### config.mk
export PLATFORM = sky130hd
export DESIGN_NAME = tbsfc_ctrl
export DESIGN_NICKNAME = d
export VERILOG_FILES = /design/src/tbsfc_pkg.sv /design/src/tbsfc_ctrl.sv
export VERILOG_INCLUDE_DIRS = /design/src
export SDC_FILE = /design/constraint.sdc
export NUM_CORES = 1
export LEC_CHECK = 0
export CAP_MARGIN = 10
export CORE_MARGIN = 2
export CORE_UTILIZATION = 55
export CTS_CLUSTER_DIAMETER = 50
export DETAILED_ROUTE_END_ITERATION = 12
export DONT_BUFFER_PORTS = 1
export PLACE_DENSITY = 0.7
export SETUP_SLACK_MARGIN = 0.5
export SLEW_MARGIN = 20
export SYNTH_ARGS = -nofsm -noshare
export SYNTH_HDL_FRONTEND = slang
export SYNTH_SLANG_ARGS = --single-unit
export TNS_END_PERCENT = 10
### constraint.sdc
create_clock -name aclk -period 5.2 [get_ports aclk]
set_input_delay 0.78 -clock aclk [delete_from_list [all_inputs] [get_ports aclk]]
set_output_delay 0.78 -clock aclk [all_outputs]
set_load 0.1 [all_outputs]
### src/tbsfc_cfg.svh
`ifndef TBSFC_CFG_SVH
`define TBSFC_CFG_SVH

// register byte offsets
`define TBSFC_ADDR_CTRL     4'h0
`define TBSFC_ADDR_STATUS   4'h4
`define TBSFC_ADDR_IRQ_STAT 4'h8
`define TBSFC_ADDR_IRQ_MASK 4'hC

// control register fields and reset value
`define TBSFC_CTRL_SKIP_BIT 0
`define TBSFC_CTRL_RESET    1'h1

// interrupt status bit positions
`define TBSFC_IRQ_HICCUP    0
`define TBSFC_IRQ_THERMAL   1
`define TBSFC_IRQ_UNDERVOLTAGE_LOCKOUT      2
`define TBSFC_IRQ_PWR_LOST  3
`define TBSFC_IRQ_W         4
`define TBSFC_IRQ_MASK_RST  4'h0

// timing counts in switching cycles, and aclk cycles per switching cycle
`define TBSFC_OC_WAIT       256
`define TBSFC_HICCUP        8192
`define TBSFC_SW_DIV        333

// answers
`define TBSFC_RESP_OKAY     2'h0
`define TBSFC_RESP_SLVERR   2'h2

`endif

### src/tbsfc_pkg.sv
package tbsfc_pkg;

  typedef logic [2:0] tbsfc_chan_t;

  typedef enum logic [3:0] {
    TBSFC_SEQ_OFF  = 4'h1,
    TBSFC_SEQ_UP   = 4'h2,
    TBSFC_SEQ_ON   = 4'h4,
    TBSFC_SEQ_DOWN = 4'h8
  } tbsfc_seq_t;

endpackage

### src/tbsfc_ctrl.sv
`timescale 1ns/100ps
`include "tbsfc_cfg.svh"

// Summary of operation
// - sequencing-select high: enable one/two set order, three runs it
// - orders: 2,1,3 up / 3,1,2 down, 2,3,1 up / 1,3,2 down, or 3,2,1 up / 1,2,3 down
// - sequencing-select low: each enable drives its own channel directly
// - channel one switches half a period after channels two and three
// - overvoltage holds high side off; it returns at next cycle start
// - full duty allowed; boot undervoltage forces high off, low on
// - peak-current trip turns the high side off within the cycle
// - sourcing limit at cycle boundary skips high side, keeps low on
// - sinking limit: low side off at once, both off until next cycle
// - overload beyond 256 cycles shuts channel down for 8192 cycles
// - power-ok released only when all feedbacks sit inside window
// - power-ok pulled low when any feedback leaves outer window
// - power-ok low in lockout, thermal stop, enable low, soft start
// - over-temperature stops switching; sequence reruns once it clears
// - input undervoltage forces all converters off
// - skip mode: zero-current trip turns the low side off
// - skip mode: low compensation suspends switching until it rises
module tbsfc_ctrl #(
  parameter int SW_DIV  = `TBSFC_SW_DIV,
  parameter int OC_WAIT = `TBSFC_OC_WAIT,
  parameter int HICCUP  = `TBSFC_HICCUP
) (
  // clock and reset
  input  logic               aclk,
  input  logic               aresetn,
  // axi4-lite slave
  input  logic               s_axi_awvalid,
  output logic               s_axi_awready,
  input  logic [3:0]         s_axi_awaddr,
  input  logic               s_axi_wvalid,
  output logic               s_axi_wready,
  input  logic [31:0]        s_axi_wdata,
  input  logic [3:0]         s_axi_wstrb,
  output logic               s_axi_bvalid,
  input  logic               s_axi_bready,
  output logic [1:0]         s_axi_bresp,
  input  logic               s_axi_arvalid,
  output logic               s_axi_arready,
  input  logic [3:0]         s_axi_araddr,
  output logic               s_axi_rvalid,
  input  logic               s_axi_rready,
  output logic [31:0]        s_axi_rdata,
  output logic [1:0]         s_axi_rresp,
  // sequencing pins
  input  logic               seq_select,
  input  logic               enable_first,
  input  logic               enable_second,
  input  logic               enable_third,
  // per-channel comparators, bit 0 is channel_one
  input  tbsfc_pkg::tbsfc_chan_t overvoltage_guard,
  input  tbsfc_pkg::tbsfc_chan_t boot_node_low,
  input  tbsfc_pkg::tbsfc_chan_t peak_current,
  input  tbsfc_pkg::tbsfc_chan_t source_limit,
  input  tbsfc_pkg::tbsfc_chan_t sink_limit,
  input  tbsfc_pkg::tbsfc_chan_t zero_current,
  input  tbsfc_pkg::tbsfc_chan_t comp_low,
  input  tbsfc_pkg::tbsfc_chan_t overload,
  input  tbsfc_pkg::tbsfc_chan_t feedback_in_window,
  input  tbsfc_pkg::tbsfc_chan_t feedback_out_window,
  input  tbsfc_pkg::tbsfc_chan_t soft_start_active,
  // chip-level comparators
  input  logic               over_temp,
  input  logic               undervoltage_lockout,
  // power stage drive
  output tbsfc_pkg::tbsfc_chan_t high_side_on,
  output tbsfc_pkg::tbsfc_chan_t low_side_on,
  // open-drain power_ok_output
  output logic               power_ok_out,
  output logic               power_ok_oe,
  // interrupt
  output logic               irq
);
  import tbsfc_pkg::*;

  localparam int IN_W = 39;

  // every sequencing and comparator pin passes two flops before use
  logic [IN_W-1:0] sync1;
  logic [IN_W-1:0] sync2;
  always_ff @(posedge aclk) begin
    if (!aresetn) begin
      sync1 <= '0;
      sync2 <= '0;
    end else begin
      sync1 <= {seq_select, enable_first, enable_second, enable_third,
                over_temp, undervoltage_lockout, overvoltage_guard,
                boot_node_low, peak_current, source_limit, sink_limit,
                zero_current, comp_low, overload, feedback_in_window,
                feedback_out_window, soft_start_active};
      sync2 <= sync1;
    end
  end

  logic s_mode, s_en1, s_en2, s_en3, s_ot, s_undervoltage_lockout;
  tbsfc_chan_t s_ov, s_buv, s_peak, s_src, s_sink, s_zc, s_cl, s_ovl;
  tbsfc_chan_t s_pgin, s_oow, s_ss;
  assign {s_mode, s_en1, s_en2, s_en3, s_ot, s_undervoltage_lockout, s_ov, s_buv, s_peak,
          s_src, s_sink, s_zc, s_cl, s_ovl, s_pgin, s_oow, s_ss} = sync2;

  // switching clock enables, channel one on the opposite half period
  logic [15:0] div_cnt;
  logic        tick_a;
  logic        tick_b;
  tbsfc_chan_t tick;
  always_ff @(posedge aclk) begin
    if (!aresetn || div_cnt == 16'(SW_DIV - 1)) begin
      div_cnt <= '0;
    end else begin
      div_cnt <= div_cnt + 16'h0001;
    end
  end
  assign tick_b = (div_cnt == 16'h0000);
  assign tick_a = (div_cnt == 16'(SW_DIV / 2));
  assign tick   = {tick_b, tick_b, tick_a};

  // automatic sequencer
  tbsfc_seq_t  seq;
  logic [1:0]  step;
  logic [1:0]  order_sel;
  logic        order_ok;
  tbsfc_chan_t auto_mask;
  tbsfc_chan_t ch_req;
  tbsfc_chan_t ch_run;
  tbsfc_chan_t hiccup;

  function automatic logic [1:0] ord_f(input logic [1:0] sel,
                                       input logic [1:0] pos);
    logic [1:0] c;
    c = 2'h0;
    case (sel)
      2'h1: c = (pos == 2'h0) ? 2'h1 : (pos == 2'h1) ? 2'h0 : 2'h2;
      2'h2: c = (pos == 2'h0) ? 2'h1 : (pos == 2'h1) ? 2'h2 : 2'h0;
      2'h3: c = (pos == 2'h0) ? 2'h2 : (pos == 2'h1) ? 2'h1 : 2'h0;
      default: c = 2'h0;
    endcase
    return c;
  endfunction

  assign order_sel = {s_en1, s_en2};
  assign order_ok  = (order_sel != 2'h0);   // both low is a reserved setting

  always_comb begin
    auto_mask = '0;
    for (int p = 0; p < 3; p++) begin
      if (2'(p) < step) begin
        auto_mask[ord_f(order_sel, 2'(p))] = 1'b1;
      end
    end
  end

  always_ff @(posedge aclk) begin
    if (!aresetn || s_ot || s_undervoltage_lockout || !order_ok || !s_mode) begin
      seq  <= TBSFC_SEQ_OFF;
      step <= 2'h0;
    end else begin
      case (seq)
        TBSFC_SEQ_OFF: begin
          if (s_en3) begin
            seq <= TBSFC_SEQ_UP;
          end
        end
        TBSFC_SEQ_UP: begin
          if (!s_en3) begin
            seq <= TBSFC_SEQ_DOWN;
          end else if (step == 2'h3) begin
            seq <= TBSFC_SEQ_ON;
          end else if (step == 2'h0 ||
                       s_pgin[ord_f(order_sel, step - 2'h1)]) begin
            step <= step + 2'h1;
          end
        end
        TBSFC_SEQ_ON: begin
          if (!s_en3) begin
            seq <= TBSFC_SEQ_DOWN;
          end
        end
        TBSFC_SEQ_DOWN: begin
          if (step == 2'h0) begin
            seq <= TBSFC_SEQ_OFF;
          end else if (tick_b) begin
            step <= step - 2'h1;
          end
        end
        default: seq <= TBSFC_SEQ_OFF;
      endcase
    end
  end

  assign ch_req = s_mode ? auto_mask : {s_en3, s_en2, s_en1};
  assign ch_run = ch_req & ~hiccup & {3{!s_ot && !s_undervoltage_lockout}};

  // software controls
  logic                  skip_en;
  logic [`TBSFC_IRQ_W-1:0] irq_stat;
  logic [`TBSFC_IRQ_W-1:0] irq_mask;
  tbsfc_chan_t           hic_trip;
  tbsfc_chan_t           sink_blk;

  // per-channel switching decisions and hiccup timers
  for (genvar i = 0; i < 3; i++) begin : g_ch
    logic [8:0]  oc_cnt;
    logic [13:0] hic_cnt;

    always_ff @(posedge aclk) begin
      if (!aresetn || !ch_run[i]) begin
        high_side_on[i] <= 1'b0;
        low_side_on[i]  <= 1'b0;
        sink_blk[i]     <= 1'b0;
      end else if (tick[i]) begin
        sink_blk[i] <= s_sink[i];
        if (s_sink[i]) begin
          high_side_on[i] <= 1'b0;
          low_side_on[i]  <= 1'b0;
        end else if (s_src[i] || s_ov[i] || s_buv[i]) begin
          high_side_on[i] <= 1'b0;
          low_side_on[i]  <= 1'b1;
        end else if (s_peak[i]) begin
          // a still-tripped peak comparator must not get a turn-on pulse
          high_side_on[i] <= 1'b0;
          low_side_on[i]  <= !(skip_en && s_zc[i]);
        end else if (skip_en && s_cl[i]) begin
          high_side_on[i] <= 1'b0;
          low_side_on[i]  <= 1'b0;
        end else begin
          high_side_on[i] <= 1'b1;
          low_side_on[i]  <= 1'b0;
        end
      end else if (s_sink[i] || sink_blk[i]) begin
        high_side_on[i] <= 1'b0;
        low_side_on[i]  <= 1'b0;
        sink_blk[i]     <= 1'b1;
      end else if (s_buv[i]) begin
        high_side_on[i] <= 1'b0;
        low_side_on[i]  <= 1'b1;
      end else if (high_side_on[i] && (s_peak[i] || s_ov[i])) begin
        high_side_on[i] <= 1'b0;
        low_side_on[i]  <= 1'b1;
      end else if (low_side_on[i] && skip_en && s_zc[i]) begin
        low_side_on[i]  <= 1'b0;
      end
    end

    // overload counted per switching cycle; trip on the cycle after the wait
    assign hic_trip[i] = tick[i] && s_ovl[i] && !hiccup[i] &&
                         oc_cnt == 9'(OC_WAIT);
    always_ff @(posedge aclk) begin
      if (!aresetn) begin
        oc_cnt    <= '0;
        hic_cnt   <= '0;
        hiccup[i] <= 1'b0;
      end else if (hic_trip[i]) begin
        oc_cnt    <= '0;
        hic_cnt   <= 14'(HICCUP - 1);
        hiccup[i] <= 1'b1;
      end else if (tick[i]) begin
        if (hiccup[i]) begin
          if (hic_cnt == 14'h0000) begin
            hiccup[i] <= 1'b0;
          end else begin
            hic_cnt <= hic_cnt - 14'h0001;
          end
        end else if (s_ovl[i]) begin
          oc_cnt <= oc_cnt + 9'h001;
        end else begin
          oc_cnt <= '0;
        end
      end
    end
  end

  // power_ok_output pull-down with hysteresis between the two windows
  logic pg_cause;
  assign pg_cause = (|s_oow) || s_undervoltage_lockout || s_ot || (|s_ss) ||
                    (s_mode ? !s_en3 : !(s_en1 && s_en2 && s_en3));
  always_ff @(posedge aclk) begin
    if (!aresetn) begin
      power_ok_oe  <= 1'b1;
      power_ok_out <= 1'b0;
    end else if (pg_cause) begin
      power_ok_oe  <= 1'b1;
    end else if (&s_pgin) begin
      power_ok_oe  <= 1'b0;
    end
  end

  // interrupt events: hiccup entry, thermal stop, lockout, power lost
  logic ot_q, undervoltage_lockout_q, pd_q;
  logic [`TBSFC_IRQ_W-1:0] irq_ev;
  logic irq_clr;
  always_ff @(posedge aclk) begin
    if (!aresetn) begin
      ot_q   <= 1'b0;
      undervoltage_lockout_q <= 1'b0;
      pd_q   <= 1'b1;
    end else begin
      ot_q   <= s_ot;
      undervoltage_lockout_q <= s_undervoltage_lockout;
      pd_q   <= power_ok_oe;
    end
  end
  always_comb begin
    irq_ev = '0;
    irq_ev[`TBSFC_IRQ_HICCUP]   = |hic_trip;
    irq_ev[`TBSFC_IRQ_THERMAL]  = s_ot && !ot_q;
    irq_ev[`TBSFC_IRQ_UNDERVOLTAGE_LOCKOUT]     = s_undervoltage_lockout && !undervoltage_lockout_q;
    irq_ev[`TBSFC_IRQ_PWR_LOST] = power_ok_oe && !pd_q;
  end
  // a new event in the clearing cycle survives the read
  always_ff @(posedge aclk) begin
    if (!aresetn) begin
      irq_stat <= '0;
      irq      <= 1'b0;
    end else begin
      irq_stat <= (irq_stat & ~{`TBSFC_IRQ_W{irq_clr}}) | irq_ev;
      irq      <= |(irq_stat & irq_mask);
    end
  end

  // axi4-lite write path: address and data taken in either order
  logic [3:0]  wr_addr;
  logic [31:0] wr_data;
  logic [3:0]  wr_strb;
  always_ff @(posedge aclk) begin
    if (!aresetn) begin
      s_axi_awready <= 1'b1;
      s_axi_wready  <= 1'b1;
      s_axi_bvalid  <= 1'b0;
      s_axi_bresp   <= `TBSFC_RESP_OKAY;
      wr_addr       <= '0;
      wr_data       <= '0;
      wr_strb       <= '0;
      skip_en       <= `TBSFC_CTRL_RESET;
      irq_mask      <= `TBSFC_IRQ_MASK_RST;
    end else begin
      if (s_axi_awvalid && s_axi_awready) begin
        s_axi_awready <= 1'b0;
        wr_addr       <= s_axi_awaddr;
      end
      if (s_axi_wvalid && s_axi_wready) begin
        s_axi_wready <= 1'b0;
        wr_data      <= s_axi_wdata;
        wr_strb      <= s_axi_wstrb;
      end
      if (s_axi_bvalid && s_axi_bready) begin
        s_axi_bvalid <= 1'b0;
      end
      if (!s_axi_awready && !s_axi_wready && !s_axi_bvalid) begin
        s_axi_awready <= 1'b1;
        s_axi_wready  <= 1'b1;
        s_axi_bvalid  <= 1'b1;
        s_axi_bresp   <= `TBSFC_RESP_OKAY;
        if (wr_addr == `TBSFC_ADDR_CTRL) begin
          if (wr_strb[0]) begin
            skip_en <= wr_data[`TBSFC_CTRL_SKIP_BIT];
          end
        end else if (wr_addr == `TBSFC_ADDR_IRQ_MASK) begin
          if (wr_strb[0]) begin
            irq_mask <= wr_data[`TBSFC_IRQ_W-1:0];
          end
        end else if (wr_addr != `TBSFC_ADDR_STATUS &&
                     wr_addr != `TBSFC_ADDR_IRQ_STAT) begin
          s_axi_bresp <= `TBSFC_RESP_SLVERR;
        end
      end
    end
  end

  // axi4-lite read path
  assign irq_clr = s_axi_arvalid && s_axi_arready &&
                   s_axi_araddr == `TBSFC_ADDR_IRQ_STAT;
  always_ff @(posedge aclk) begin
    if (!aresetn) begin
      s_axi_arready <= 1'b1;
      s_axi_rvalid  <= 1'b0;
      s_axi_rdata   <= '0;
      s_axi_rresp   <= `TBSFC_RESP_OKAY;
    end else if (s_axi_arvalid && s_axi_arready) begin
      s_axi_arready <= 1'b0;
      s_axi_rvalid  <= 1'b1;
      s_axi_rresp   <= `TBSFC_RESP_OKAY;
      s_axi_rdata   <= '0;
      if (s_axi_araddr == `TBSFC_ADDR_CTRL) begin
        s_axi_rdata <= {31'h00000000, skip_en};
      end else if (s_axi_araddr == `TBSFC_ADDR_STATUS) begin
        s_axi_rdata <= {16'h0000, seq, power_ok_oe, s_ot, s_undervoltage_lockout,
                        hiccup, ch_run, 1'b0, step};
      end else if (s_axi_araddr == `TBSFC_ADDR_IRQ_STAT) begin
        s_axi_rdata <= {28'h0000000, irq_stat};
      end else if (s_axi_araddr == `TBSFC_ADDR_IRQ_MASK) begin
        s_axi_rdata <= {28'h0000000, irq_mask};
      end else begin
        s_axi_rresp <= `TBSFC_RESP_SLVERR;
      end
    end else if (s_axi_rvalid && s_axi_rready) begin
      s_axi_rvalid  <= 1'b0;
      s_axi_arready <= 1'b1;
    end
  end
endmodule

# Yosys cells after proc, flatten, opt, wreduce, memory -nomap -nowiden
# Cells that the tools add are included.
# op_classes
n_bitwise	17
n_eq_ne	32
order_cmp	10
mux	140
n_addsub	9
n_reduce_logical	140
# op_table
cell	count
$mux W13	12
$mux W1	78
$mux W2	25
$logic_and A1 B1 Y1	42
$logic_not A14 Y1	3
$sub A14 B1 Y14 const B	3
$mux W16	2
$mux W4	7
$add A9 B1 Y9 const B	3
$eq A9 B9 Y1 const B	3
$mux W9	3
$reduce_bool A2 Y1	13
$logic_or A1 B1 Y1	25
$reduce_and A3 Y1	8
$logic_not A1 Y1	22
$ne A2 B2 Y1 const B	11
$add A16 B1 Y16 const B	1
$eq A16 B8 Y1 const B	1
$eq A16 B9 Y1 const B	1
$eq A4 B4 Y1 const B	4
$logic_not A16 Y1	1
$pmux W4 S4	1
$reduce_bool A5 Y1	3
$lt A2 B3 Y1 const B	4
other kinds (34)	72
# totals
wordCells	393
regBits	245
in_bits	90
out_inout_bits	50

# Longest topological paths before layout
# Gate-level depths: netlist of run 1.
# depth
word_depth	18
ltp_mapped	9
mapped_depth_nobuf	7

# Worst setup path after synthesis of run 1
# No wires, ideal clock.
# synth_path
path_type	register to register
start	register step[0]
end	register step[1]
t_arrival_ps	2283
path_stages_with_launch	8
synth_period_minus_slack_ps	2404
setup_slack_ps	2796
setup_ps	121
path_buffers	0
t_required_ps	5079
cell_sequence	dfxtp_1 > inv_1 > ha_1 > or4b_2 > o41a_1 > a211o_1 > a31oi_1 > mux2_2
# synth_via
elab_chain_len	14
word_cells_on_any_way	30
cone_classes	2 x add/sub; 5 x eq/ne; 19 x mux; 4 x reduce/logical
# synth_lines
item	line_no	rtl
from (decl)	tbsfc_ctrl.sv:122	logic [1:0] step;
from (signal assigned)	tbsfc_ctrl.sv:173	step <= step + 2'h1;
from (signal assigned)	tbsfc_ctrl.sv:185	step <= step - 2'h1;
$sub A2 B1 Y2	tbsfc_ctrl.sv:172, tbsfc_ctrl.sv:185	
$eq A2 B1 Y1	tbsfc_ctrl.sv:135, tbsfc_ctrl.sv:136, tbsfc_ctrl.sv:137	
$mux W1 (tied with other cells)	tbsfc_ctrl.sv:137	2'h3: c = (pos == 2'h0) ? 2'h2 : (pos == 2'h1) ? 2'h1 : 2'h0;
$mux W2, on equally long branches	tbsfc_ctrl.sv:137, tbsfc_ctrl.sv:135, tbsfc_ctrl.sv:136	
$pmux W2 S3	tbsfc_ctrl.sv:134	case (sel)
$mux W2	tbsfc_ctrl.sv:169	end else if (step == 2'h3) begin
$mux W2	tbsfc_ctrl.sv:167	if (!s_en3) begin
$mux W2	tbsfc_ctrl.sv:160	case (seq)
$mux W2	tbsfc_ctrl.sv:156	if (!aresetn || s_ot || s_undervoltage_lockout || !order_ok || !s_mode) begin
$bmux W1 S2	tbsfc_ctrl.sv:172	s_pgin[ord_f(order_sel, step - 2'h1)]) begin
$mux W1 (implied by the code)	tbsfc_ctrl.sv:172	
$logic_or A1 B1 Y1	tbsfc_ctrl.sv:171	end else if (step == 2'h0 ||
$ne A2 B2 Y1 (no source line)	--	
$reduce_and A6 Y1 (no source line)	--	
# Several ways; a longest one is shown, not always the timed one. The select of a mux whose other input is x is not followed.
# A chain may end at the register's enable or synchronous reset.

# Worst setup path in the final report of run 1
# layout_path
start	register div_cnt[0]
end	register g_ch[1].hic_cnt[1]
# layout_via
elab_chain_len	6
word_cells_on_any_way	9
cone_classes	1 x eq/ne; 1 x mux; 7 x reduce/logical
# layout_lines
item	line_no	rtl
from (decl)	tbsfc_ctrl.sv:105	logic [15:0] div_cnt;
from (signal assigned)	tbsfc_ctrl.sv:113	div_cnt <= div_cnt + 16'h0001;
$logic_not A16 Y1 (*)	tbsfc_ctrl.sv:116	assign tick_b = (div_cnt == 16'h0000);
$logic_and A1 B1 Y1 (3 in a row)	tbsfc_ctrl.sv:248	assign hic_trip[i] = tick[i] && s_ovl[i] && !hiccup[i] &&
$ne A2 B2 Y1 (no source line) or $reduce_bool A2 Y1 (tied branches)	--	
$reduce_and A3 Y1 (no source line)	--	
to (signal assigned)	tbsfc_ctrl.sv:257	hic_cnt <= 14'(HICCUP - 1);
to (signal assigned)	tbsfc_ctrl.sv:264	hic_cnt <= hic_cnt - 14'h0001;
to (decl)	tbsfc_ctrl.sv:206	logic [13:0] hic_cnt;
# Mark *: on every way between the ends. The rest lies on a longest branch, timed or not.

==> metrics, run 1 <==
sequential share of the synthesized area=a little under half; first-pass GRT wire length=31.0 mm; worst slew pin tran=approximately 1.2 ns; largest net degree at the start of global routing=about 110; Int Power=3.00 mW; # setup viols final=0; largest area contributor in the netlist=dfxtp_1; DRT Wirelength=19.1 mm; Core Area=17200 µm²; io pins=140; # Post-CTS Setup Buffers=0; Worst Hold Path Cells=1; DR WL/cell=14.7 µm; Final ANT Viol Nets=0; Top FF cell, synth=dfxtp_1; area growth from synthesis to layout=10.2%; r2r setup slk=2.24 ns; Slew Viols, Final=0; Rows=48; Worst Hold Launch=aresetn; f_max=around 0.34 GHz; NumNets Final=1167; die area=18600 µm²; worst relative slew slack=22.3%; WP data required=5.63 ns; Clock Power Share=48.4%; Final Skew=0.0257 ns; Worst Hold Class=primary input to flop; vias in the first global route=6346; vias per cell=5.71; sequential group share of total power=46.8%; worst-skew pair later-pin latency=0.54 ns; crit-path cells=inv_1 -> ha_1 -> nor4b_1 -> and4_1 -> nand4b_1 -> a311oi_1; CP max stage delay=0.75 ns; # resized after CTS=0; slowest CP cell=nand4b_1; total CTS buffers=27; via count=7400; Crit. End Element=flop; Worst Hold Path EP=pd_q$_SDFF_PN1_; layout cells sized above 1=under 10%; Max VDD drop=0.000309 V; Comb pwr share=approximately 4.8%; fillers=1456; 1st-iter DRT viols=410; commonest non-fill, non-tap cells in the layout=227 x dfxtp_1, 89 x and2_1, 82 x nor2_1, 70 x a21oi_1, 62 x nand2_1; Clock Sinks=between 200 and 250; Cells after Synth=1066; final period utilization=a little under three fifths; Worst-path clk slew=0.06 ns; Starting Density=55.9%; #FFs+latches synth=227; CTS Hold Buffers Added=0; top cells by area, synth=dfxtp_1 47%, and2_1 5.8%, a21oi_1 3.6%; port buffer count=0; Worst Reg-to-Reg Cells=6; antenna diode count=0; Sw Share=23.9%; post-route insts no fill=between 1000 and 1500; post-synth top area share=47.2%; initial antenna violation count=1; Mapped Avg Cell Area=9.04 µm²; synthesized area=9640 µm²; sw power=0.942 mW; R2R Path End=g_ch[1].hic_cnt[1]$_SDFFE_PN0P_; Final Hold Viols=0; CP arrival=3.38 ns; Die H=136 µm; CP max FO=21; Synth Warn #=0; grt total ovfl=0; asr flop ratio synth=0%; max_cap viols=0; Total Power=around 3.9 mW; Synth cell types=73; outcome=complete, no violations; Startpoint Class=flop; r2r startpoint=div_cnt[0]$_SDFF_PP0_; Leakage Power=between 4 and 5 nW; CTS tree=yes; placed cells=1247; Die Span X=136 µm; CTS root buf=clkbuf_16; H-tree levels=1; DR pass1 iterations=5; commonest non-fill, non-tap cell in the layout=dfxtp_1; Setup CP Type=flop to flop; Tot GR Track Use=20.3%; Power per Cell Area=about 370 nW/µm²; DRC viols=0; Max Root-Sink Buffers=3; Routability Congestion=about 0.8; dpl hpwl=12.7 mm; Setup TNS Final=0 ns; Period minus WS final=roughly 3.0 ns; RSZ-0062 raised after global routing=no; Post-synth EDFFs=0
[through the flow]
stage,setup slack (ns),utilization [%],hold WS (ns),instance area (µm²)
2_1_floorplan,2.80,-,0.399,9710
3_3_place_gp,2.26,56.2,0.405,9690
3_5_place_dp,2.23,56.2,0.412,9690
4_1_cts,2.22,61.6,0.303,10600
5_1_grt,1.88,61.6,0.312,10600
6_report,2.24,61.6,0.338,10600
[layout make-up]
class / count / area [µm²] / share of cell area, %
multi-input cells: 755 / 4690 / 44.2
flip-flops and latches: 227 / 4540 / 42.8
repair buffers: 6 / 45.0 / 0.424
clock inverters: 15 / 199 / 1.87
clock buffers: 34 / 732 / 6.89
inverters: 34 / 128 / 1.20
well taps: 225 / 282 / 2.65
[how the worst max path moves through the flow]
stage	start	to	slack, ns	cells past startpoint
finish	div_cnt[0]$_SDFF_PP0_	g_ch[1].hic_cnt[1]$_SDFFE_PN0P_	2.24	6
global route	div_cnt[0]$_SDFF_PP0_	g_ch[1].hic_cnt[0]$_SDFFE_PN0P_	1.88	7
CTS	div_cnt[0]$_SDFF_PP0_	g_ch[1].hic_cnt[13]$_SDFFE_PP0P_	2.22	6
detailed placement	div_cnt[0]$_SDFF_PP0_	g_ch[1].hic_cnt[13]$_SDFFE_PP0P_	2.23	6
global placement	div_cnt[4]$_SDFF_PP0_	g_ch[1].hic_cnt[13]$_SDFFE_PP0P_	2.26	4
floorplan	step[0]$_SDFFE_PP0P_	step[1]$_SDFFE_PP0P_	2.80	7
[routing by layer]
| metal | part of all wire, % | up-vias | track usage [%] | routed length (µm) |
|---|---|---|---|---|
| met5 | 0 | - | 0 | 0 |
| met4 | 1.6 | 0 | 4.75 | 306 |
| met3 | 6.8 | 26 | 5.22 | 1310 |
| met2 | 44 | 178 | 31.2 | 8320 |
| met1 | 48 | 3459 | 28.6 | 9150 |
| li1 | - | 3737 | - | - |
[Yosys cell counts, drive strengths merged (21+ instances only)]
cell and instances:
a21oi 70, and2 89, buf 29, clkbuf 39, dfxtp 227, ha 26
inv 34, nand2 62, nand3 43, nand4 21, nor2 82, nor3 33
o21ai 46, or4 21
[power by group through the flow]
stage               Sequential (mW)  Combinational, mW  Clock (mW)
floorplan                      1.87              0.180           0
global placement               1.88              0.188           0
finish                         1.84              0.189        1.91
global route                   1.85              0.208        2.02
CTS                            1.84              0.190        1.95
detailed placement             1.88              0.189           0
[critical path: cells and delay by family, from the launching register on]
kind / cells / cell delay (ns)
flip-flops: 1 / 0.35
buffers and inverters: 1 / 0.09
AND/OR/NAND/NOR: 3 / 1.78
adder cells (fa/ha/maj): 1 / 0.16
AO/OA/AOI/OAI: 1 / 0.45
[sequential cells by signal (all words and copies together) (netlist names), 16 cells and up]
register      flops
s_axi_rdata      16
div_cnt          16
sync1            39
g_ch.oc_cnt      27
g_ch.hic_cnt     42
sync2            39
[logic make-up after synthesis]
kind of cell             after synthesis  share of synthesized area [%]
multiplexers                          12                           1.39
adder cells (fa/ha/maj)               26                           3.38
buffers and inverters                102                           4.89
other                                  1                         0.0389
flip-flops                           227                           47.2
AND/OR/NAND/NOR                      460                           26.6
AO/OA/AOI/OAI                        208                           13.8
XOR/XNOR                              30                           2.73
No activity file was read; power rests on OpenSTA's default activity.
==> run 2, diff against run 1 <==
- PLACE_DENSITY: 0.7 -> 0.73
- clock period: 5.2 -> 2.6 ns (I/O delays scaled with it)
==> run 2 against run 1 <==
Compared with the run above: fmax grew 31%; global-route usage increased by 2.7 points; critical endpoint is now g_ch[0].hic_cnt[7]$_SDFFE_PN0P_; cell count up 7.4%.
==> metrics, run 2 (synthesized netlist as in run 1, its figures left out) <==
outcome=complete, no violations; placed cells=1285; fillers=around 1300; antenna diode count=0; Rows=48; Slew Viols, Final=0; met2 usage=39.1%; Worst Hold Class=primary input to flop; Power per Cell Area=about 660 nW/µm²; via count=7880; layout cells sized above 1=16.1%; worst relative slew slack=between 30% and 40%; Max Root-Sink Buffers=3; commonest non-fill, non-tap cell in the layout=dfxtp_1; Final ANT Viol Nets=0; Setup TNS Final=0 ns; Routability Congestion=0.855; DR WL/cell=15.7 µm; DRT Wirelength=21.9 mm; met1 Use GR=29.2%; final period utilization=86.7%; 1st-iter DRT viols=535; CTS root buf=clkbuf_16; Starting Density=55.9%; area growth from synthesis to layout=21.5%; max reg flops=42; Clock Sinks=227; Die Span X=136 µm; commonest non-fill, non-tap cells in the layout=214 x dfxtp_1, 89 x and2_1, 81 x nor2_1, 68 x a21oi_1; worst slew pin tran=0.986 ns; DR pass1 iterations=5; H-tree levels=1; Max VDD drop=0.000826 V; NumNets Final=1266; worst-skew pair later-pin latency=0.52 ns; Core Area=approximately 17000 µm²; io pins=140; Startpoint Class=flop; CP arrival=2.65 ns; met3 usage=~4.7%; post-route insts no fill=1392; Top Registers=g_ch.hic_cnt x42, sync1 x39, sync2 x39; RSZ-0062 raised after global routing=yes; first-pass GRT wire length=~35 mm; die area=18600 µm²; f_max=0.444 GHz; Total Power=7.77 mW; largest reg by FF count=g_ch.hic_cnt; port buffer count=0; Worst-path clk slew=0.06 ns; CTS tree=yes; CP max FO=6; initial antenna violation count=0; largest net degree at the start of global routing=68; # setup viols final=0; WP data required=3.00 ns; Period minus WS final=2.25 ns; Leakage Power=approximately 4.5 nW; grt total ovfl=0; Final Skew=around 0.016 ns; max_cap viols=0; Crit. End Element=flop; Tot GR Track Use=between 20% and 30%; Setup CP Type=flop to flop; Die H=136 µm; Place WS=-0.0133 ns; DRC viols=0; final core occ=67.9%; Final Hold Viols=0; vias per cell=5.66; setup ws final=about 0.35 ns; dpl hpwl=12.8 mm; vias in the first global route=7436; gr busiest metal=met2; total CTS buffers=25
-- run 2: cell types whose count changed in the layout (fill, tap and decap cells not counted), sizes merged --
cell,before,now
buf,6,70
dlygate4sd3,0,36
clkbuf,34,31
inv,39,37
a211oi,14,15
clkinv,6,5
clkinvlp,1,2
-- run 2: through the flow --
step | hold slack [ns] | cell area, µm²
2_1_floorplan | 0.399 | 9740
3_3_place_gp | 0.404 | 10000
3_5_place_dp | 0.411 | 10000
4_1_cts | 0.00142 | 11500
5_1_grt | 0.00459 | 11700
6_report | 0.0126 | 11700
-- run 2: what timing repair did --
item                                    in CTS  in global routing
gates resized for setup                     34                 38
hold buffers                                35                  2
endpoints found under the setup margin      77                 78
endpoints found under the hold margin       70                  2
pin swaps                                   11                 21
gates cloned                                 0                  2
buffers inserted                            16                  8
-- run 2: path summary, 6_finish.rpt --
kind,slack [ns],from,depth (start not counted),endpoint
max,0.35,g_ch[0].hic_cnt[12]$_SDFFE_PN0P_,6,g_ch[0].hic_cnt[7]$_SDFFE_PN0P_
max reg2reg,0.35,g_ch[0].hic_cnt[12]$_SDFFE_PN0P_,6,g_ch[0].hic_cnt[7]$_SDFFE_PN0P_
min,0.01,aresetn,1,sync2[35]$_SDFF_PN0_
min reg2reg,0.43,sync1[14]$_SDFF_PN0_,1,sync2[14]$_SDFF_PN0_
-- run 2: area by class of cell --
class                   count  area [µm²]  share of cell area (%)
flip-flops and latches    227        4570                    39.0
well taps                 225         282                    2.40
inverters                  34         135                    1.15
repair buffers            106         931                    7.95
multi-input cells         756        4940                    42.2
clock buffers              31         678                    5.79
clock inverters            13         170                    1.45
-- run 2: critical path: stages, from the launching register on --
cell     delay [ns]
dfxtp_2        0.32
or4_1          0.52
or4_4          0.56
a21bo_4        0.25
buf_6          0.13
a211o_1        0.25
o311a_1        0.11
-- run 2: per-layer routing --
layer / wire [µm] / part of all wire, %
met5: 0 / 0
met4: 463 / 2.1
met3: 1160 / 5.3
met2: 10800 / 49
met1: 9440 / 43
-- run 2: where the power goes --
part | switching (mW) | internal, mW
Clock | 1.42 | 2.17
Sequential | 0.0479 | 3.56
Combinational | 0.402 | 0.175
